===== src/ict_pkg.sv =====
// package of timing constants and encodings for the instruction cycle timing sequencer
package ict_pkg;

  localparam int CW = 9;

  localparam logic [CW-1:0] T_BUS_CYCLE    = 9'h004;
  localparam logic [CW-1:0] T_REG_BW       = 9'h004;
  localparam logic [CW-1:0] T_REG_L        = 9'h006;
  localparam logic [CW-1:0] T_REG_L_DIRECT = 9'h008;
  localparam logic [CW-1:0] T_MEM_BW       = 9'h008;
  localparam logic [CW-1:0] T_MEM_L        = 9'h00C;
  localparam logic [CW-1:0] T_PTR_W        = 9'h008;
  localparam logic [CW-1:0] T_CMP_PTR      = 9'h006;
  localparam logic [CW-1:0] T_XDISJ_L      = 9'h008;
  localparam logic [CW-1:0] T_SDIV_MAX     = 9'h09E;
  localparam logic [CW-1:0] T_UDIV_MAX     = 9'h08C;
  localparam logic [CW-1:0] T_MUL_BASE     = 9'h026;
  localparam logic [CW-1:0] T_IMM_REG_BW   = 9'h008;
  localparam logic [CW-1:0] T_IMM_REG_L    = 9'h010;
  localparam logic [CW-1:0] T_IMM_MEM_BW   = 9'h00C;
  localparam logic [CW-1:0] T_IMM_MEM_L    = 9'h014;
  localparam logic [CW-1:0] T_CONJI_REG_L  = 9'h00E;
  localparam logic [CW-1:0] T_COMPARE_IMMEDIATE_OP_MEM_BW  = 9'h008;
  localparam logic [CW-1:0] T_COMPARE_IMMEDIATE_OP_MEM_L   = 9'h00C;
  localparam logic [CW-1:0] T_QUICK_BW     = 9'h004;
  localparam logic [CW-1:0] T_QUICK_L      = 9'h008;
  localparam logic [CW-1:0] T_QDIFF_PTR_W  = 9'h008;
  localparam logic [CW-1:0] T_QLOAD        = 9'h004;
  localparam logic [CW-1:0] T_DECNEG_REG   = 9'h006;
  localparam logic [CW-1:0] T_SETC_FALSE   = 9'h004;
  localparam logic [CW-1:0] T_SETC_TRUE    = 9'h006;
  localparam logic [CW-1:0] T_TAS_REG      = 9'h004;
  localparam logic [CW-1:0] T_TAS_MEM      = 9'h00E;
  localparam logic [CW-1:0] T_TSTZ         = 9'h004;
  localparam logic [CW-1:0] T_SHIFT_BW     = 9'h006;
  localparam logic [CW-1:0] T_SHIFT_L      = 9'h008;
  localparam logic [CW-1:0] T_SHIFT_MEM    = 9'h008;
  localparam logic [CW-1:0] T_BDYN_FLIPSET = 9'h008;
  localparam logic [CW-1:0] T_BDYN_CLEAR   = 9'h00A;
  localparam logic [CW-1:0] T_BDYN_TEST    = 9'h006;
  localparam logic [CW-1:0] T_BSTA_FLIPSET = 9'h00C;
  localparam logic [CW-1:0] T_BSTA_CLEAR   = 9'h00E;
  localparam logic [CW-1:0] T_BSTA_TEST    = 9'h00A;
  localparam logic [CW-1:0] T_BMEM_DYN     = 9'h008;
  localparam logic [CW-1:0] T_BMEM_STA     = 9'h00C;
  localparam logic [CW-1:0] T_BMEM_TST_DYN = 9'h004;
  localparam logic [CW-1:0] T_BMEM_TST_STA = 9'h008;
  localparam logic [CW-1:0] T_JUMP_TAKEN   = 9'h00A;
  localparam logic [CW-1:0] T_NOTTAKEN_B   = 9'h008;
  localparam logic [CW-1:0] T_NOTTAKEN_W   = 9'h00C;
  localparam logic [CW-1:0] T_CALL         = 9'h012;
  localparam logic [CW-1:0] T_LOOP_TRUE    = 9'h00C;
  localparam logic [CW-1:0] T_LOOP_BRANCH  = 9'h00A;
  localparam logic [CW-1:0] T_LOOP_EXPIRED = 9'h00E;

  typedef enum logic [5:0] {
    OPC_SUM         = 6'h00, OPC_DIFFERENCE = 6'h01, OPC_CONJ       = 6'h02,
    OPC_DISJ        = 6'h03, OPC_COMPARE    = 6'h04, OPC_XDISJ      = 6'h05,
    OPC_SDIV        = 6'h06, OPC_UDIV       = 6'h07, OPC_SMUL       = 6'h08,
    OPC_UMUL        = 6'h09, OPC_SUM_IMM    = 6'h0A, OPC_DIFF_IMM   = 6'h0B,
    OPC_CONJ_IMM    = 6'h0C, OPC_DISJ_IMM   = 6'h0D, OPC_XDISJ_IMM  = 6'h0E,
    OPC_COMPARE_IMM = 6'h0F, OPC_QSUM       = 6'h10, OPC_QDIFF      = 6'h11,
    OPC_QLOAD       = 6'h12, OPC_ZERO_FILL  = 6'h13, OPC_TWOS       = 6'h14,
    OPC_EXT_COMPL   = 6'h15, OPC_ONES       = 6'h16, OPC_DEC_NEG    = 6'h17,
    OPC_SET_COND    = 6'h18, OPC_TEST_SET   = 6'h19, OPC_TEST_ZERO  = 6'h1A,
    OPC_SHIFT       = 6'h1B, OPC_BIT_FLIP   = 6'h1C, OPC_BIT_SET    = 6'h1D,
    OPC_BIT_CLEAR   = 6'h1E, OPC_BIT_TEST   = 6'h1F, OPC_COND_JUMP  = 6'h20,
    OPC_REL_JUMP    = 6'h21, OPC_REL_CALL   = 6'h22, OPC_LOOP_JUMP  = 6'h23
  } ict_op_t;

  typedef enum logic [1:0] {
    DST_DATA = 2'h0,
    DST_PTR  = 2'h1,
    DST_MEM  = 2'h2
  } ict_dst_t;

  typedef enum logic [1:0] {
    SZ_BYTE = 2'h0,
    SZ_WORD = 2'h1,
    SZ_LONG = 2'h2
  } ict_size_t;

  typedef enum logic {
    ST_IDLE = 1'b0,
    ST_RUN  = 1'b1
  } ict_state_t;

endpackage


===== src/ict_timing_seq.sv =====
// instruction cycle timing sequencer: counts clocks and paces bus reads and writes
// Overview of operation
// - each entry is clocks/reads/writes; plus adds address
// - standard counts include operate, write back, prefetch
// - sum/diff/conj/disj: data 4/6, memory 8/12
// - long register destination base 8 for direct source
// - pointer sum/diff 8/6, pointer compare 6, compare 4/6
// - exclusive disjunction to data: data source only, 4/8
// - divides at most 158 and 140 plus address
// - multiplies take 38+2n, at most 70, one read
// - unsigned multiply n counts source one bits
// - signed multiply n counts 17-bit bit transitions
// - multiply/divide maxima added to word address time
// - immediate sum/diff/disj: 8,16 register; 12,20 memory
// - immediate conj 8/14, immediate compare 8/14, 8/12
// - quick forms 4/8, pointer quick diff 8, load 4
// - single operand 4/6 register, 8/12 memory; decimal 6/8
// - set cond 4/6/8, test-set 4/14, test 4
// - shifts 6+2n / 8+2n register, memory word 8
// - bit ops on register 8,8,10,6 or 12,12,14,10
// - bit ops on memory byte 8/12, test 4/8
// - jumps 10, not taken 8/12, call 18
// - loop jump 12 true, 10 branch, 14 expired
module ict_timing_seq
  import ict_pkg::*;
(
  input  wire logic            clock,
  input  wire logic            rst,
  input  wire logic            start,
  input  wire ict_op_t         opCode,
  input  wire ict_size_t       opSize,
  input  wire ict_dst_t        opDest,
  input  wire logic            srcDirect,
  input  wire logic            srcDataReg,
  input  wire logic            bitImmediate,
  input  wire logic            condTrue,
  input  wire logic            wordDisp,
  input  wire logic            counterExpired,
  input  wire logic [15:0]     srcValue,
  input  wire logic [5:0]      shiftCount,
  input  wire logic [7:0]      eaClocks,
  input  wire logic [3:0]      eaReads,
  input  wire logic [3:0]      eaWrites,
  output logic                 busy,
  output logic                 busRead,
  output logic                 busWrite,
  output logic                 done,
  output logic                 rejected,
  output logic [CW-1:0]        totalClocks,
  output logic [3:0]           totalReads,
  output logic [3:0]           totalWrites
);

  ict_state_t    state_r;
  logic [CW-1:0] cycle_r;
  logic [CW-1:0] total_r;
  logic [3:0]    reads_r;
  logic [3:0]    writes_r;
  logic          done_r;
  logic          rejected_r;

  logic [CW-1:0] baseClk;
  logic [3:0]    baseRd;
  logic [3:0]    baseWr;
  logic          addEa;
  logic          illegal;

  wire logic          isLong    = (opSize == SZ_LONG);
  wire logic          isByte    = (opSize == SZ_BYTE);
  wire logic          toMem     = (opDest == DST_MEM);
  wire logic          toPtr     = (opDest == DST_PTR);
  wire logic          toData    = (opDest == DST_DATA);
  wire logic          badDest   = (opDest == 2'h3);
  wire logic [CW-1:0] longReg   = srcDirect ? T_REG_L_DIRECT : T_REG_L;
  wire logic [CW-1:0] shiftAdd  = {2'h0, shiftCount, 1'b0};
  wire logic [16:0]   signedExt = {srcValue, 1'b0};

  function automatic logic [4:0] ones16(input logic [15:0] v);
    logic [4:0] n;
    n = 5'h00;
    for (int i = 0; i < 16; i++) begin
      n = n + {4'h0, v[i]};
    end
    return n;
  endfunction

  wire logic [4:0]    umulN   = ones16(srcValue);
  wire logic [4:0]    smulN   = ones16(signedExt[16:1] ^ signedExt[15:0]);
  wire logic [4:0]    mulN    = (opCode == OPC_SMUL) ? smulN : umulN;
  wire logic [CW-1:0] mulClk  = T_MUL_BASE + {3'h0, mulN, 1'b0};

  // timing table: base triple and whether the address triple is added
  always_comb begin
    baseClk = T_REG_BW;
    baseRd  = 4'h1;
    baseWr  = 4'h0;
    addEa   = 1'b0;
    illegal = badDest;
    unique case (opCode)
      OPC_SUM, OPC_DIFFERENCE, OPC_CONJ, OPC_DISJ: begin
        addEa = 1'b1;
        if (toMem) begin
          baseClk = isLong ? T_MEM_L : T_MEM_BW;
          baseWr  = isLong ? 4'h2 : 4'h1;
        end else if (toPtr) begin
          illegal = isByte || (opCode == OPC_CONJ) || (opCode == OPC_DISJ);
          baseClk = isLong ? longReg : T_PTR_W;
        end else begin
          baseClk = isLong ? longReg : T_REG_BW;
        end
      end
      OPC_COMPARE: begin
        addEa   = 1'b1;
        illegal = toMem || (toPtr && isByte);
        baseClk = toPtr ? T_CMP_PTR : (isLong ? T_REG_L : T_REG_BW);
      end
      OPC_XDISJ: begin
        if (toMem) begin
          addEa   = 1'b1;
          baseClk = isLong ? T_MEM_L : T_MEM_BW;
          baseWr  = isLong ? 4'h2 : 4'h1;
        end else begin
          illegal = toPtr || !srcDataReg;
          baseClk = isLong ? T_XDISJ_L : T_REG_BW;
        end
      end
      OPC_SDIV, OPC_UDIV, OPC_SMUL, OPC_UMUL: begin
        addEa   = 1'b1;
        illegal = !toData;
        if (opCode == OPC_SDIV) begin
          baseClk = T_SDIV_MAX;
        end else if (opCode == OPC_UDIV) begin
          baseClk = T_UDIV_MAX;
        end else begin
          baseClk = mulClk;
        end
      end
      OPC_SUM_IMM, OPC_DIFF_IMM, OPC_DISJ_IMM, OPC_XDISJ_IMM, OPC_CONJ_IMM: begin
        illegal = toPtr;
        baseRd  = isLong ? 4'h3 : 4'h2;
        if (toMem) begin
          addEa   = 1'b1;
          baseClk = isLong ? T_IMM_MEM_L : T_IMM_MEM_BW;
          baseWr  = isLong ? 4'h2 : 4'h1;
        end else if (opCode == OPC_CONJ_IMM) begin
          baseClk = isLong ? T_CONJI_REG_L : T_IMM_REG_BW;
        end else begin
          baseClk = isLong ? T_IMM_REG_L : T_IMM_REG_BW;
        end
      end
      OPC_COMPARE_IMM: begin
        illegal = toPtr;
        addEa   = toMem;
        baseRd  = isLong ? 4'h3 : 4'h2;
        if (toMem) begin
          baseClk = isLong ? T_COMPARE_IMMEDIATE_OP_MEM_L : T_COMPARE_IMMEDIATE_OP_MEM_BW;
        end else begin
          baseClk = isLong ? T_CONJI_REG_L : T_IMM_REG_BW;
        end
      end
      OPC_QSUM, OPC_QDIFF: begin
        if (toMem) begin
          addEa   = 1'b1;
          baseClk = isLong ? T_MEM_L : T_MEM_BW;
          baseWr  = isLong ? 4'h2 : 4'h1;
        end else if (toPtr && !isLong) begin
          illegal = isByte;
          baseClk = (opCode == OPC_QDIFF) ? T_QDIFF_PTR_W : T_QUICK_BW;
        end else begin
          baseClk = isLong ? T_QUICK_L : T_QUICK_BW;
        end
      end
      OPC_QLOAD: begin
        illegal = !toData || !isLong;
        baseClk = T_QLOAD;
      end
      OPC_ZERO_FILL, OPC_TWOS, OPC_EXT_COMPL, OPC_ONES: begin
        illegal = toPtr;
        addEa   = toMem;
        if (toMem) begin
          baseClk = isLong ? T_MEM_L : T_MEM_BW;
          baseWr  = isLong ? 4'h2 : 4'h1;
        end else begin
          baseClk = isLong ? T_REG_L : T_REG_BW;
        end
      end
      OPC_DEC_NEG, OPC_SET_COND, OPC_TEST_SET: begin
        illegal = toPtr || !isByte;
        addEa   = toMem;
        baseWr  = {3'h0, toMem};
        if (opCode == OPC_DEC_NEG) begin
          baseClk = toMem ? T_MEM_BW : T_DECNEG_REG;
        end else if (opCode == OPC_SET_COND) begin
          baseClk = toMem ? T_MEM_BW : (condTrue ? T_SETC_TRUE : T_SETC_FALSE);
        end else begin
          baseClk = toMem ? T_TAS_MEM : T_TAS_REG;
          baseRd  = toMem ? 4'h2 : 4'h1;
        end
      end
      OPC_TEST_ZERO: begin
        illegal = toPtr;
        addEa   = toMem;
        baseClk = T_TSTZ;
      end
      OPC_SHIFT: begin
        illegal = toPtr || (toMem && (opSize != SZ_WORD));
        addEa   = toMem;
        baseWr  = {3'h0, toMem};
        if (toMem) begin
          baseClk = T_SHIFT_MEM;
        end else begin
          baseClk = (isLong ? T_SHIFT_L : T_SHIFT_BW) + shiftAdd;
        end
      end
      OPC_BIT_FLIP, OPC_BIT_SET, OPC_BIT_CLEAR, OPC_BIT_TEST: begin
        illegal = toPtr || (toMem ? !isByte : !isLong);
        addEa   = toMem;
        baseRd  = bitImmediate ? 4'h2 : 4'h1;
        if (toMem && opCode == OPC_BIT_TEST) begin
          baseClk = bitImmediate ? T_BMEM_TST_STA : T_BMEM_TST_DYN;
        end else if (toMem) begin
          baseClk = bitImmediate ? T_BMEM_STA : T_BMEM_DYN;
          baseWr  = 4'h1;
        end else if (opCode == OPC_BIT_TEST) begin
          baseClk = bitImmediate ? T_BSTA_TEST : T_BDYN_TEST;
        end else if (opCode == OPC_BIT_CLEAR) begin
          baseClk = bitImmediate ? T_BSTA_CLEAR : T_BDYN_CLEAR;
        end else begin
          baseClk = bitImmediate ? T_BSTA_FLIPSET : T_BDYN_FLIPSET;
        end
      end
      OPC_COND_JUMP: begin
        baseClk = condTrue ? T_JUMP_TAKEN : (wordDisp ? T_NOTTAKEN_W : T_NOTTAKEN_B);
        baseRd  = (condTrue || wordDisp) ? 4'h2 : 4'h1;
      end
      OPC_REL_JUMP: begin
        baseClk = T_JUMP_TAKEN;
        baseRd  = 4'h2;
      end
      OPC_REL_CALL: begin
        baseClk = T_CALL;
        baseRd  = 4'h2;
        baseWr  = 4'h2;
      end
      OPC_LOOP_JUMP: begin
        if (condTrue) begin
          baseClk = T_LOOP_TRUE;
          baseRd  = 4'h2;
        end else if (counterExpired) begin
          baseClk = T_LOOP_EXPIRED;
          baseRd  = 4'h3;
        end else begin
          baseClk = T_LOOP_BRANCH;
          baseRd  = 4'h2;
        end
      end
      default: begin
        illegal = 1'b1;
      end
    endcase
  end

  // component-wise sum with the address calculation triple
  wire logic [CW-1:0] sumClk = baseClk + (addEa ? {1'b0, eaClocks} : 9'h000);
  wire logic [3:0]    sumRd  = baseRd + (addEa ? eaReads : 4'h0);
  wire logic [3:0]    sumWr  = baseWr + (addEa ? eaWrites : 4'h0);

  wire logic          accept   = (state_r == ST_IDLE) && start && !illegal;
  wire logic          refuse   = (state_r == ST_IDLE) && start && illegal;
  wire logic          lastCyc  = (state_r == ST_RUN) && (cycle_r == total_r - 9'h001);
  wire logic [6:0]    slot     = cycle_r[8:2];
  wire logic          slotHead = (cycle_r[1:0] == 2'h0) && (state_r == ST_RUN);
  wire logic [6:0]    rdEnd    = {3'h0, reads_r};
  wire logic [6:0]    wrEnd    = rdEnd + {3'h0, writes_r};

  // each bus cycle takes its nominal four clocks; reads first, then writes
  assign busRead  = slotHead && (slot < rdEnd);
  assign busWrite = slotHead && (slot >= rdEnd) && (slot < wrEnd);
  assign busy     = (state_r == ST_RUN);
  assign done     = done_r;
  assign rejected = rejected_r;

  assign totalClocks = total_r;
  assign totalReads  = reads_r;
  assign totalWrites = writes_r;

  wire ict_state_t    state_nxt = accept ? ST_RUN : (lastCyc ? ST_IDLE : state_r);
  wire logic [CW-1:0] cycle_nxt = (state_r == ST_RUN && !lastCyc) ? cycle_r + 9'h001 : 9'h000;

  always_ff @(posedge clock) begin
    if (rst) begin
      state_r    <= ST_IDLE;
      cycle_r    <= 9'h000;
      total_r    <= 9'h000;
      reads_r    <= 4'h0;
      writes_r   <= 4'h0;
      done_r     <= 1'b0;
      rejected_r <= 1'b0;
    end else begin
      state_r    <= state_nxt;
      cycle_r    <= cycle_nxt;
      done_r     <= lastCyc;
      rejected_r <= refuse;
      if (accept) begin
        total_r  <= sumClk;
        reads_r  <= sumRd;
        writes_r <= sumWr;
      end
    end
  end

endmodule


===== config.mk =====
export PLATFORM = sky130hd
export DESIGN_NAME = ict_timing_seq
export DESIGN_NICKNAME = d
export VERILOG_FILES = /design/src/ict_pkg.sv /design/src/ict_timing_seq.sv
export SDC_FILE = /design/constraint.sdc
export NUM_CORES = 1
export LEC_CHECK = 0
export BUFFER_PORTS_ARGS = -buffer_cell sky130_fd_sc_hd__buf_2
export CORE_MARGIN = 1.5
export CORE_UTILIZATION = 59
export DETAILED_ROUTE_END_ITERATION = 16
export GPL_TIMING_DRIVEN = 0
export PLACE_DENSITY = 0.83
export SLEW_MARGIN = 25
export SYNTH_ARGS = -nofsm -noshare
export SYNTH_HDL_FRONTEND = slang
export SYNTH_SLANG_ARGS = --single-unit

===== constraint.sdc =====
create_clock -name clock -period 10.2 [get_ports clock]
set_clock_uncertainty 0.2 [all_clocks]
set_input_delay 2.04 -clock clock [delete_from_list [all_inputs] [get_ports clock]]
set_output_delay 2.04 -clock clock [all_outputs]
set_load 0.02 [all_outputs]

Yosys cells after proc, flatten, opt, wreduce, memory -nomap -nowiden:

Cells that the tools add are included.

* latch bits: 0
* ROM bits: 0
* RAM bits: 0
* output and inout port bits: 22
* register bits after elaboration: 29
* input port bits: 57
* memories kept: 0

* bitwise logic cells: 3
* reductions and logical operators: 50
* equality and inequality tests: 41
* add/subtract/negate cells: 38
* $mul: 0
* shift-type cells: 0
* order comparisons: 3
* muxes and demuxes: 72
* div/mod/pow operators: 0

Operators by type and width (count)
* $pmux 9 s15: 1
* $add 5x1->5: 22
* $eq 6x5->1 const B: 16
* $mux 4: 24
* $eq 6x4->1 const B: 8
* $mux 8: 4
* $mux 3: 10
* $mux 5: 5
* $eq 6x3->1 const B: 4
* $eq 6x6->1 const B: 4
* $reduce_or 4->1: 6
* $mux 2: 9
* $reduce_or 16->1: 1
* $xor 16x16->16: 1
* $mux 1: 14
* $reduce_or 14->1: 1
* $logic_and 1x1->1: 13
* $eq 6x2->1 const B: 2
* $pmux 2 s6: 1
* $pmux 1 s11: 1
* $reduce_or 11->1: 1
* $add 4x1->5: 2
* $add 9x1->9 const B: 1
* $add 9x8->9: 1
* 31 further kinds: 55

Longest topological paths before layout:

Gate-level depths: netlist (run 1).

* depth after elaboration: 22
* depth in mapped cells: 24

Worst setup path after synthesis (run 1):

No wires, ideal clock.

* path kind: input port to flip-flop
* from: input srcValue[4]
* to: register total_r[6] (netlist: totalClocks[6])
* setup time: 0.116 ns
* arrival time: 7.594 ns
* slack: 2.289 ns
* stages: 22
* cells stage by stage: xor2_1 > fa_1 > fa_1 > fa_1 > inv_1 > fa_1 > inv_1 > ha_1 > inv_1 > fa_1 > mux2_2 > ha_1 > o22ai_1 > nor3_1 > o211ai_1 > or4_1 > ha_1 > a21o_1 > a21oi_1 > o21ai_0 > or3_1 > a41o_1

* longest elaborated chain between the ends: 19
* elaborated cells between the ends (all ways): 31
* classes of those cells: 26 x add/sub; 4 x mux; 1 x bitwise

Ends and longest elaborated chain
* start: declaration: RTL line ict_timing_seq.sv:39 `input wire logic [15:0] srcValue,`
* $xor 16x16->16: RTL line ict_timing_seq.sv:88 `wire logic [4:0] smulN = ones16(signedExt[16:1] ^ signedExt[15:0]);`
* $add 4x1->5: RTL line ict_timing_seq.sv:82 `n = n + {4'h0, v[i]};`
* $add 5x1->5 (11 in a row): RTL line ict_timing_seq.sv:82
* $mux 5 *: RTL line ict_timing_seq.sv:89 `wire logic [4:0] mulN = (opCode == OPC_SMUL) ? smulN : umulN;`
* $add 6x6->7 *: RTL line ict_timing_seq.sv:90 `wire logic [CW-1:0] mulClk = T_MUL_BASE + {3'h0, mulN, 1'b0};`
* $mux 8 *: RTL line ict_timing_seq.sv:132 `end else if (opCode == OPC_UDIV) begin`
* $mux 8 *: RTL line ict_timing_seq.sv:130 `if (opCode == OPC_SDIV) begin`
* $pmux 9 s15 *: RTL line ict_timing_seq.sv:99 `unique case (opCode)`
* $add 9x8->9 *: RTL line ict_timing_seq.sv:264 `wire logic [CW-1:0] sumClk = baseClk + (addEa ? {1'b0, eaClocks} : 9'h000);`
* end signal: assignment: RTL line ict_timing_seq.sv:305 `total_r <= sumClk;`
* end: declaration: RTL line ict_timing_seq.sv:56 `logic [CW-1:0] total_r;`

Every way passes the cells marked *; elsewhere a longest branch is shown, timed or not.
A chain may end at the register's enable or synchronous reset.

Worst setup path in the final report (run 1):

* from: input srcValue[4]
* to: register total_r[8] (netlist: totalClocks[8])

Same word-level chain as after synthesis.

==> Implementation_results.wiki, run 1 <==
{| class="wikitable"
! Metric !! Value
|-
| Setup-failing EPs final || 0
|-
| Post-DRT Antenna Nets || 0
|-
| Share of layout cells above drive strength 1 || 0.198
|-
| Leading post-synthesis cells by cell area || sky130_fd_sc_hd__dfxtp_1, sky130_fd_sc_hd__ha_1, sky130_fd_sc_hd__fa_1
|-
| Overall die area || 8880 sq um
|-
| Reg clk slew, reported paths || 70 ps
|-
| Worst-skew pair later-pin latency || 290 ps
|-
| Crit path DAT || between 8000 and 9000 ps
|-
| MaxCap Viol Count || 0
|-
| Final wirelength || about 14 mm
|-
| Final instance area || 5540 sq um
|-
| Area Growth Syn to Fin || 12.9%
|-
| Critical path required time || a little over 10000 ps
|-
| Hold violation total from the final report || 0
|-
| Area after detailed placement || ~5400 sq um
|-
| Global route total overflow || 0
|-
| Hold WC Path Type || reg2reg
|-
| DRC violation count after routing || 0
|-
| Switching Fraction || 0.435
|-
| Relative slew slack || 0.510
|-
| CTS Buf Count || 5
|-
| Largest fanout on the critical path || 3
|-
| Number of global-route vias before repair || roughly 4800
|-
| Via count of the routed design || 4922
|-
| Post-CTS Setup Bufs || 0
|-
| Net count after synthesis || 733
|-
| Syn Inst Count || 606
|-
| Outcome || complete, no violations
|-
| P_int || a little over 400 uW
|-
| Die Wd || 94.2 um
|-
| Wire length per cell || ~18 um
|-
| Cell Count Post-Placement || between 700 and 800
|-
| Post-synthesis async set-or-reset flop share || 0
|-
| Synth Cell Area || 4910 sq um
|-
| Relative contribution of combinational cells to total power || 0.650
|-
| Cell Pwr Density || roughly 130 nW/um^2
|-
| Number of buffers on the longest clock path || 2
|-
| Number of antenna diodes || 0
|-
| Worst vdd ir || between 80 and 90 uV
|-
| Number of placed I/O pins || roughly 80
|-
| Resized cells post-CTS || 0
|-
| Clock tree from TritonCTS || yes
|-
| Proportion of power drawn by the clock network || 0.179
|-
| Seq/Total Area, Yosys || 0.118
|-
| Maximum clock frequency || roughly 120 MHz
|-
| Number of DRC violations after detailed-routing iteration 0 || a little over 300
|-
| Port-buffer cells || 77
|-
| Total count of max-transition violations in the final report || 0
|-
| Yosys Warn Count || 0
|-
| Highest-count cells in the layout ignoring fill and taps || sky130_fd_sc_hd__buf_2, sky130_fd_sc_hd__inv_1, sky130_fd_sc_hd__ha_1, sky130_fd_sc_hd__nor2_1
|-
| Global-route wire length before repair || approximately 23 mm
|-
| Crit start category || input pin
|-
| Largest net degree at the start of global routing || 13
|-
| Total of hold buffers inserted after clock tree synthesis || 0
|-
| Summed negative setup slack over all endpoints || 0 ps
|-
| Layout net count || just over 800
|-
| Library cell used as clock root buffer || sky130_fd_sc_hd__clkbuf_8
|-
| Part of the total power dissipated in sequential elements || 0.171
|-
| Count of distinct cell types in the synthesized netlist || 84
|-
| GR Util All Layers || 0.331
|-
| Classification of the worst setup path || in2reg
|-
| Clock tree sinks || 29
|-
| Count of H-tree levels built during CTS || 2
|-
| Routability-driven placement congestion ratio || 0.971
|-
| Crit share post-route || 0.817
|-
| Category of the worst setup path capture point || flop
|-
| Minimum period implied by the final worst setup slack || about 8300 ps
|-
| Detailed-router iteration count before antenna repair || 6
|-
| Via density per instance || a little over 6
|-
| Die extent in y || 94.2 um
|-
| Number of antenna violations at the first check in global routing || 0
|-
| Post-synth EDFFs || 0
|-
| Setup repair after global routing missed its margin || no
|-
| Actual slew at the worst max-slew pin || between 700 and 800 ps
|-
| Standard-cell row count || 33
|-
| Total of flip-flops plus latches after synthesis || 29
|-
| Post-synthesis area per instance || roughly 8 sq um
|-
| Count of non-filler cells in the finished layout || between 700 and 800
|-
| Most common cell after layout, fill and taps aside || sky130_fd_sc_hd__buf_2
|-
| Fraction of synthesized cell area taken by the top area cell type || 0.118
|-
| Post-synthesis cell type with the largest combined area || sky130_fd_sc_hd__dfxtp_1
|-
| Filler Cells Inserted || 692
|-
| Floorplan core area || slightly above 8000 sq um
|-
| Net switching component of the power || about 310 uW
|-
| Leakage dissipation || about 2.5 nW
|-
| Primary FF master, synth || sky130_fd_sc_hd__dfxtp_1
|-
| Effective utilization at floorplan || 0.603
|-
| HPWL Detailed || about 12 mm
|}
registers in the layout (all words and copies together), names as in the netlist:
signal and cells:
done 1, rejected 1, totalWrites 4, busy 1, totalClocks 9, totalReads 4, cycle_r 9
final cells by class:
| cell class | count | area [sq um] | area share |
|---|---|---|---|
| plain buffers | 34 | 215 | 0.0388 |
| clock buffers | 7 | 86.3 | 0.0156 |
| clock inverters | 1 | 30.0 | 0.00542 |
| inverters | 60 | 225 | 0.0406 |
| multi-input cells | 483 | 3890 | 0.702 |
| flip-flops and latches | 29 | 581 | 0.105 |
| well taps | 105 | 131 | 0.0237 |
| repair buffers | 77 | 385 | 0.0695 |
worst paths after layout:
kind / slack (ps) / startpoint / to / cells after the start
worst min-delay path: 330 / cycle_r[0]$_SDFF_PP0_ / cycle_r[0]$_SDFF_PP0_ / 1
worst max-delay path: 1870 / srcValue[4] / totalClocks[8]$_SDFFE_PP0P_ / 24
worst max register to register: 7490 / totalClocks[0]$_SDFFE_PP0P_ / busy$_SDFFE_PP0P_ / 10
worst min register to register: 330 / cycle_r[0]$_SDFF_PP0_ / cycle_r[0]$_SDFF_PP0_ / 1
power groups by stage:
stage	Combinational, mW	Sequential, mW	Clock (mW)
3_3_place_gp	0.445	0.126	0
4_1_cts	0.467	0.124	0.128
6_report	0.470	0.124	0.129
3_5_place_dp	0.463	0.126	0
2_1_floorplan	0.349	0.130	0
5_1_grt	0.527	0.124	0.133
Yosys cell counts (all sizes together) (4+ instances only):
master,instances
xnor2,25
o31ai,10
buf,20
a31oi,10
a21oi,33
nand2b,13
a21o,8
dfxtp,29
a211oi,10
and3,4
o21a,6
xor2,30
nand3,14
or4,5
o21ai,27
clkbuf,14
nor2,40
nor2b,15
a221oi,4
fa,24
nor4,6
o221ai,4
nand2,25
mux2,5
ha,46
nand3b,6
o22ai,7
and2,15
nand4,15
inv,59
nor3,20
critical path, stage by stage:
cell and delay (ps):
sky130_fd_sc_hd__buf_2 120, sky130_fd_sc_hd__xor2_1 180, sky130_fd_sc_hd__fa_1 550, sky130_fd_sc_hd__fa_1 440
sky130_fd_sc_hd__fa_1 550, sky130_fd_sc_hd__inv_1 60, sky130_fd_sc_hd__fa_1 540, sky130_fd_sc_hd__inv_1 50
sky130_fd_sc_hd__ha_1 200, sky130_fd_sc_hd__inv_1 70, sky130_fd_sc_hd__fa_1 400, sky130_fd_sc_hd__mux2_2 290
sky130_fd_sc_hd__ha_1 310, sky130_fd_sc_hd__o22ai_1 90, sky130_fd_sc_hd__nor3_1 230, sky130_fd_sc_hd__o211ai_1 170
sky130_fd_sc_hd__or4_1 530, sky130_fd_sc_hd__ha_1 290, sky130_fd_sc_hd__a21o_1 150, sky130_fd_sc_hd__a21oi_1 210
sky130_fd_sc_hd__o21ai_0 180, sky130_fd_sc_hd__nor4_1 240, sky130_fd_sc_hd__nor4_1 110, sky130_fd_sc_hd__mux2_2 280
kinds of logic after synthesis:
family,synth area share
flops,0.118
fa+ha+maj,0.217
simple gates,0.225
compound gates,0.234
xor+xnor,0.0981
mux,0.0176
buf+inv,0.0897
per-stage QoR:
stage / setup slack (ps) / hold WS (ps) / power, mW / utilization
5_1_grt: 1610 / 348 / 0.784 / 0.681
3_3_place_gp: 1710 / 289 / 0.572 / 0.667
6_report: 1870 / 327 / 0.724 / 0.681
3_5_place_dp: 1620 / 313 / 0.589 / 0.667
4_1_cts: 1900 / 328 / 0.719 / 0.681
2_1_floorplan: 2290 / 274 / 0.479 / -
metal layers:
layer,vias up,GRT usage,part of all wire
met1,2320,0.429,0.43
met4,0,0.121,0.027
li1,2350,-,-
met5,-,0,0
met3,32,0.0372,0.070
met2,220,0.562,0.48
Power figures use the tool's default switching activity.
==> run 2: changes to the inputs <==
--- a/config.mk
+++ b/config.mk
@@ -7,10 +7,10 @@
 export LEC_CHECK = 0
 export BUFFER_PORTS_ARGS = -buffer_cell sky130_fd_sc_hd__buf_2
 export CORE_MARGIN = 1.5
-export CORE_UTILIZATION = 59
+export CORE_UTILIZATION = 53
 export DETAILED_ROUTE_END_ITERATION = 16
 export GPL_TIMING_DRIVEN = 0
-export PLACE_DENSITY = 0.83
+export PLACE_DENSITY = 0.79
 export SLEW_MARGIN = 25
 export SYNTH_ARGS = -nofsm -noshare
 export SYNTH_HDL_FRONTEND = slang
==> constraint.sdc (replaced) <==
create_clock -name clock -period 7.45 [get_ports clock]
set_clock_uncertainty 0.2 [all_clocks]
set_input_delay 1.49 -clock clock [delete_from_list [all_inputs] [get_ports clock]]
set_output_delay 1.49 -clock clock [all_outputs]
set_load 0.02 [all_outputs]
==> run 2 against run 1 <==
Net effect:
- the flow now finishes with violations (negative setup slack)
- clock-buffer cell count is the same
- first-iteration DRC count grew 31%
- non-clock buffer count grew 2
- clock power grew 33%
- critical path type unchanged
- critical endpoint unchanged
==> Implementation_results.wiki, run 2 (synthesis results as in run 1) <==
{| class="wikitable"
! Metric !! Value
|-
| Detailed-router iteration count before antenna repair || 8
|-
| Count of H-tree levels built during CTS || 2
|-
| CTS Buf Count || 5
|-
| Hold violation total from the final report || 0
|-
| Final total power || between 1 and 1.5 mW
|-
| Overall die area || approximately 10000 sq um
|-
| Worst-path cell chain || buf_8 > xor2_4 > fa_1 > fa_1 > fa_1 > inv_2 > fa_1 > inv_1 > ha_2 > inv_2 > fa_1 > mux2_4 > ha_4 > o22ai_2 > nor3_2 > o211ai_1 > or4_1 > ha_1 > a21o_1 > a21oi_2 > o21ai_2 > nor4_1 > nor4_1 > mux2_4
|-
| Final instance area || 5690 sq um
|-
| Worst-skew pair later-pin latency || slightly below 300 ps
|-
| Area Growth Syn to Fin || 15.9%
|-
| HPWL Detailed || ~11 mm
|-
| CP max stage cell || sky130_fd_sc_hd__fa_1
|-
| Hold_sp || totalWrites[0]$_SDFFE_PP0P_
|-
| Number of antenna diodes || 0
|-
| Number of DRC violations after detailed-routing iteration 0 || 406
|-
| Via density per instance || 6.22
|-
| Share of layout cells above drive strength 1 || 0.222
|-
| Largest net degree at the start of global routing || 13
|-
| Met2 Use GR || 0.505
|-
| Register-to-Register Path Depth || 10
|-
| Reg clk slew, reported paths || approximately 70 ps
|-
| GR Util All Layers || 0.295
|-
| Highest-count cells in the layout ignoring fill and taps || sky130_fd_sc_hd__buf_2, sky130_fd_sc_hd__inv_1, sky130_fd_sc_hd__ha_1, sky130_fd_sc_hd__nor2_1, sky130_fd_sc_hd__dfxtp_1
|-
| Crit start category || input pin
|-
| Beginning of the critical path || srcValue[13]
|-
| Hold WC Path Type || reg2reg
|-
| P_int || 589 uW
|-
| Die Wd || 99.2 um
|-
| Area after detailed placement || around 5400 sq um
|-
| Most common cell after layout, fill and taps aside || sky130_fd_sc_hd__buf_2
|-
| Total of hold buffers inserted after clock tree synthesis || 0
|-
| Highest-utilization routing layer at the global route stage || met2
|-
| Switching Fraction || 0.431
|-
| Worst vdd ir || roughly 97 uV
|-
| Global route total overflow || 0
|-
| Floorplan core area || 8850 sq um
|-
| Wire length per cell || around 18 um
|-
| Worst hold path stage count || 2
|-
| Layout net count || a little over 800
|-
| Cell Count Post-Placement || 791
|-
| Routing usage on met3 || 0.0295
|-
| Summed negative setup slack over all endpoints || -63.4 ps
|-
| MaxCap Viol Count || 0
|-
| Cell Pwr Density || ~180 nW/um^2
|-
| Library cell used as clock root buffer || sky130_fd_sc_hd__clkbuf_8
|-
| Post-DRT Antenna Nets || 0
|-
| DRC violation count after routing || 0
|-
| Port-buffer cells || 77
|-
| Final wirelength || 14.6 mm
|-
| Core occupancy in the finished layout || 0.643
|-
| Net switching component of the power || between 400 and 500 uW
|-
| Minimum period implied by the final worst setup slack || 7490 ps
|-
| Critical path's most frequent cell || sky130_fd_sc_hd__fa_1
|-
| Part of the total power dissipated in sequential elements || 0.164
|-
| R2r startpoint || totalClocks[0]$_SDFFE_PP0P_
|-
| Category of the worst setup path capture point || flop
|-
| Leakage dissipation || between 2 and 3 nW
|-
| Clock tree from TritonCTS || yes
|-
| Critical path required time || approximately 7400 ps
|-
| Count of non-filler cells in the finished layout || 801
|-
| Largest fanout on the critical path || 3
|-
| CP peak stage delay || approximately 570 ps
|-
| Effective utilization at floorplan || 0.555
|-
| Filler Cells Inserted || a little under 800
|-
| Number of global-route vias before repair || 4891
|-
| Global-route wire length before repair || approximately 24 mm
|-
| Proportion of power drawn by the clock network || 0.167
|-
| Number of buffers on the longest clock path || 2
|-
| Die extent in y || slightly below 100 um
|-
| Setup repair after global routing missed its margin || yes
|-
| Classification of the worst setup path || in2reg
|-
| Maximum clock frequency || about 130 MHz
|-
| Setup-failing EPs final || 2
|-
| Total count of max-transition violations in the final report || 0
|-
| Clock tree sinks || 29
|-
| Crit path DAT || roughly 7500 ps
|-
| GR Layer Usage met1 || 0.393
|-
| Outcome || finished, violations left
|-
| Via count of the routed design || roughly 5000
|-
| Standard-cell row count || 34
|-
| Relative slew slack || 0.513
|-
| Crit share post-route || 1.01
|-
| Actual slew at the worst max-slew pin || between 700 and 800 ps
|-
| Number of antenna violations at the first check in global routing || 0
|-
| Failing checks || negative setup slack
|-
| Number of placed I/O pins || 79
|-
| Relative contribution of combinational cells to total power || 0.669
|-
| Worst path setup slack after routing || -40.3 ps
|-
| Routability-driven placement congestion ratio || 0.981
|}
## run 2: routing by layer
| layer | up-vias | share of wire |
|---|---|---|
| met5 | - | 0 |
| li1 | 2362 | - |
| met4 | 0 | 0.023 |
| met3 | 32 | 0.066 |
| met1 | 2344 | 0.43 |
| met2 | 242 | 0.48 |
## run 2: path summary, 6_finish.rpt
check                                end  slack [ps]
max          totalClocks[8]$_SDFFE_PP0P_         -40
min          totalWrites[0]$_SDFFE_PP0P_         310
max reg2reg            busy$_SDFFE_PP0P_        4700
min reg2reg  totalWrites[0]$_SDFFE_PP0P_         310
## run 2: final cells by class
| type | instances | area (sq um) | share of cell area |
|---|---|---|---|
| Inverter | 60 | 225 | 0.0396 |
| Clock inverter | 1 | 30.0 | 0.00528 |
| Tap cell | 108 | 135 | 0.0238 |
| Timing Repair Buffer | 79 | 423 | 0.0744 |
| Clock buffer | 7 | 86.3 | 0.0152 |
| Buffer | 34 | 215 | 0.0378 |
| Multi-Input combinational cell | 483 | 3990 | 0.702 |
| Sequential cell | 29 | 581 | 0.102 |
## run 2: per-stage QoR
stage	worst slack, ps	hold slack (ps)
after floorplan	89.4	274
after global placement	-370	292
after detailed placement	-431	300
after CTS	-15.1	310
after global routing	-223	325
final	-40.3	310
## run 2: power by group through the flow
stage	Sequential [mW]	Combinational [mW]	Clock, mW
finish	0.170	0.693	0.172
global route	0.170	0.775	0.181
CTS	0.170	0.646	0.171
detailed placement	0.173	0.639	0
global placement	0.173	0.608	0
floorplan	0.177	0.478	0
## run 2: critical path, delay by kind of cell
family / cells / cell delay (ps)
AO/OA/AOI/OAI: 5 / 710
XOR/XNOR: 1 / 170
adder cells (fa/ha/maj): 8 / 3260
buffers and inverters: 4 / 270
multiplexers: 2 / 590
AND/OR/NAND/NOR: 4 / 960
## run 2: timing repair
action / in CTS / in global routing
setup endpoints to repair: 2 / 5
gates cloned: 0 / 0
hold endpoints to repair: 0 / 0
resized for setup: 4 / 23
buffers inserted: 1 / 1
pin swaps: 6 / 25
==> run 3: changes to the inputs <==
--- a/config.mk
+++ b/config.mk
@@ -5,12 +5,14 @@
 export SDC_FILE = /design/constraint.sdc
 export NUM_CORES = 1
 export LEC_CHECK = 0
+export ABC_AREA = 1
 export BUFFER_PORTS_ARGS = -buffer_cell sky130_fd_sc_hd__buf_2
 export CORE_MARGIN = 1.5
 export CORE_UTILIZATION = 53
 export DETAILED_ROUTE_END_ITERATION = 16
 export GPL_TIMING_DRIVEN = 0
 export PLACE_DENSITY = 0.79
+export RECOVER_POWER = 25
 export SLEW_MARGIN = 25
 export SYNTH_ARGS = -nofsm -noshare
 export SYNTH_HDL_FRONTEND = slang
==> run 3 against run 2 <==
Net effect:
- the flow now finishes without violations
- die area shrank 4.9%
- via count fell by 2.9%
- clock-buffer cell count is 1 lower
- register-to-register slack improved by 510 ps
- first-iteration DRC count is 21% lower
- routed wire length fell by 17%
- sequential power rose by 4%
- non-clock buffer count fell by 28
- largest power group unchanged
- design area fell by 6.8%
- clock power barely moved
==> Implementation_results.wiki, run 3 <==
{| class="wikitable"
! Metric !! Value
|-
| Outcome || complete, no violations
|-
| Maximum clock frequency || about 150 MHz
|-
| Number of DRC violations after detailed-routing iteration 0 || between 300 and 400
|-
| Library cell used as clock root buffer || sky130_fd_sc_hd__clkbuf_8
|-
| Seq/Total Area, Yosys || 0.125
|-
| Relative slew slack || 0.603
|-
| Hold violation total from the final report || 0
|-
| Switching Fraction || 0.456
|-
| Effective utilization at floorplan || 0.540
|-
| Minimum period implied by the final worst setup slack || slightly below 7000 ps
|-
| Routability-driven placement congestion ratio || 0.982
|-
| Detailed-router iteration count before antenna repair || 5
|-
| Proportion of power drawn by the clock network || 0.179
|-
| Total of flip-flops plus latches after synthesis || 29
|-
| Area Growth Syn to Fin || 13.7%
|-
| Number of placed I/O pins || 79
|-
| Yosys Warn Count || 0
|-
| Largest fanout on the critical path || 3
|-
| Hold WC Path Type || reg2reg
|-
| Share of synthesized cell area in full adder, half adder and majority cells || 0.227
|-
| Count of distinct cell types in the synthesized netlist || 46
|-
| Port-buffer cells || slightly below 80
|-
| Final wirelength || 12.1 mm
|-
| CP peak stage delay || ~560 ps
|-
| Count of H-tree levels built during CTS || 2
|-
| Post-synthesis cell type with the largest combined area || sky130_fd_sc_hd__nand2_1
|-
| Overall die area || 9360 sq um
|-
| GR Util All Layers || 0.261
|-
| Cell Pwr Density || around 180 nW/um^2
|-
| Largest net degree at the start of global routing || 14
|-
| Leading post-synthesis cells by cell area || sky130_fd_sc_hd__nand2_1, sky130_fd_sc_hd__dfxtp_1, sky130_fd_sc_hd__ha_1
|-
| Post-Place Setup Slack || roughly 270 ps
|-
| P_int || slightly above 500 uW
|-
| Fraction of synthesized cell area taken by the top area cell type || 0.127
|-
| Total count of max-transition violations in the final report || 0
|-
| Dominant combinational cell family by area after synthesis || simple AND/OR/NAND/NOR gates
|-
| Crit path DAT || 6850 ps
|-
| Post-synthesis async set-or-reset flop share || 0
|-
| Number of antenna violations at the first check in global routing || 0
|-
| Number of global-route vias before repair || roughly 4500
|-
| Most frequent cell after synthesis || sky130_fd_sc_hd__nand2_1
|-
| Category of the worst setup path capture point || flop
|-
| Total of hold buffers inserted after clock tree synthesis || 0
|-
| Crit start category || input pin
|-
| Classification of the worst setup path || in2reg
|-
| Synth Cell Area || 4660 sq um
|-
| Mux cell area share after synthesis || 0
|-
| Net count after synthesis || 850
|-
| Critical path's most frequent cell || sky130_fd_sc_hd__nand2_1
|-
| Post-synth EDFFs || 0
|-
| Primary FF master, synth || sky130_fd_sc_hd__dfxtp_1
|-
| Number of antenna diodes || 0
|-
| Net switching component of the power || ~430 uW
|-
| HPWL Detailed || a little over 10 mm
|-
| Layout net count || 934
|-
| Part of the total power dissipated in sequential elements || 0.185
|-
| Summed negative setup slack over all endpoints || 0 ps
|-
| Crit share post-route || 0.922
|-
| Post-DRT Antenna Nets || 0
|-
| Relative contribution of combinational cells to total power || 0.635
|-
| Post-synthesis area per instance || roughly 6.4 sq um
|-
| Post-synthesis xor/xnor area fraction || 0.0827
|-
| Count of non-filler cells in the finished layout || between 900 and 1000
|-
| Worst path setup slack after routing || a little under 600 ps
|-
| CP max stage cell || sky130_fd_sc_hd__fa_1
|-
| Global route total overflow || 0
|-
| MaxCap Viol Count || 0
|-
| Actual slew at the worst max-slew pin || between 500 and 600 ps
|-
| Fraction of the mapped netlist area in simple logic gates || 0.355
|-
| Via density per instance || 5.28
|-
| Cell Count Post-Placement || about 910
|-
| Worst vdd ir || 118 uV
|-
| Reg clk slew, reported paths || approximately 70 ps
|-
| Number of buffers on the longest clock path || 2
|-
| Post-CTS Setup Bufs || 0
|-
| Die Wd || about 97 um
|-
| Standard-cell row count || 34
|-
| Wire length per cell || approximately 13 um
|-
| Leakage dissipation || around 3.0 nW
|-
| CTS Buf Count || 5
|-
| Highest-count cells in the layout ignoring fill and taps || sky130_fd_sc_hd__nand2_1, sky130_fd_sc_hd__inv_1, sky130_fd_sc_hd__nor2_1, sky130_fd_sc_hd__buf_2, sky130_fd_sc_hd__ha_1
|-
| Syn Inst Count || 723
|-
| Critical path required time || 7430 ps
|-
| Setup-failing EPs final || 0
|-
| Worst-skew pair later-pin latency || 280 ps
|-
| Die extent in y || a little under 100 um
|-
| Clock tree sinks || 29
|-
| Floorplan core area || about 8600 sq um
|-
| Share of layout cells above drive strength 1 || 0.156
|-
| Setup repair after global routing missed its margin || no
|-
| Resized cells post-CTS || 0
|-
| Most frequent cells after synthesis || sky130_fd_sc_hd__nand2_1, sky130_fd_sc_hd__inv_1, sky130_fd_sc_hd__nor2_1, sky130_fd_sc_hd__ha_1, sky130_fd_sc_hd__nand3_1
|-
| Most common cell after layout, fill and taps aside || sky130_fd_sc_hd__nand2_1
|-
| Global-route wire length before repair || 20.5 mm
|-
| Synthesized-area fraction occupied by ao, oa, aoi and oai cells || 0.0937
|-
| DRC violation count after routing || 0
|-
| Clock tree from TritonCTS || yes
|-
| Via count of the routed design || 4837
|}
run 3: layout make-up:
cell class,count,area [sq um]
multi-input cells,556,3530
fillers,846,3340
flip-flops and latches,29,581
inverters,130,488
repair buffers,77,383
well taps,108,135
clock buffers,6,82.6
plain buffers,8,57.6
clock inverters,2,37.5
run 3: worst paths after layout:
kind                                from                           to  slack [ps]  depth (start not counted)
max                          srcValue[4]  totalClocks[7]$_SDFFE_PP0P_         580                         30
min                cycle_r[0]$_SDFF_PP0_        cycle_r[0]$_SDFF_PP0_         270                          1
max reg2reg  totalClocks[0]$_SDFFE_PP0P_            busy$_SDFFE_PP0P_        5210                         10
min reg2reg        cycle_r[0]$_SDFF_PP0_        cycle_r[0]$_SDFF_PP0_         270                          1
run 3: through the flow:
stage,instance area [sq um],hold WS [ps],power (mW),util
CTS,5300,274,0.962,0.614
detailed placement,5180,258,0.787,0.600
floorplan,4660,230,0.640,-
finish,5300,274,0.952,0.613
global route,5300,323,1.07,0.613
global placement,5180,244,0.755,0.600
run 3: cell families (layout without fill, tap and decap cells):
group           count (synthesis)  after routing
simple gates                  366            366
buf+inv                       138            223
compound gates                 76             76
fa+ha+maj                      70             70
xor+xnor                       44             44
flops                          29             29
run 3: critical path: cells and delay by family:
kind / cells / cell delay (ps)
buffers and inverters: 4 / 270
AND/OR/NAND/NOR: 13 / 990
adder cells (fa/ha/maj): 8 / 3410
XOR/XNOR: 2 / 280
AO/OA/AOI/OAI: 3 / 410
run 3: layer usage:
metal,GRT usage,part of all wire
met5,0,0
met2,0.475,0.50
met3,0.0195,0.052
met4,0.0680,0.020
met1,0.330,0.43
run 3: power groups by stage:
stage,logic (mW),registers (mW),clock network [mW]
2_1_floorplan,0.451,0.189,0
3_5_place_dp,0.607,0.180,0
6_report,0.605,0.177,0.171
5_1_grt,0.706,0.178,0.182
3_3_place_gp,0.576,0.179,0
4_1_cts,0.611,0.176,0.174
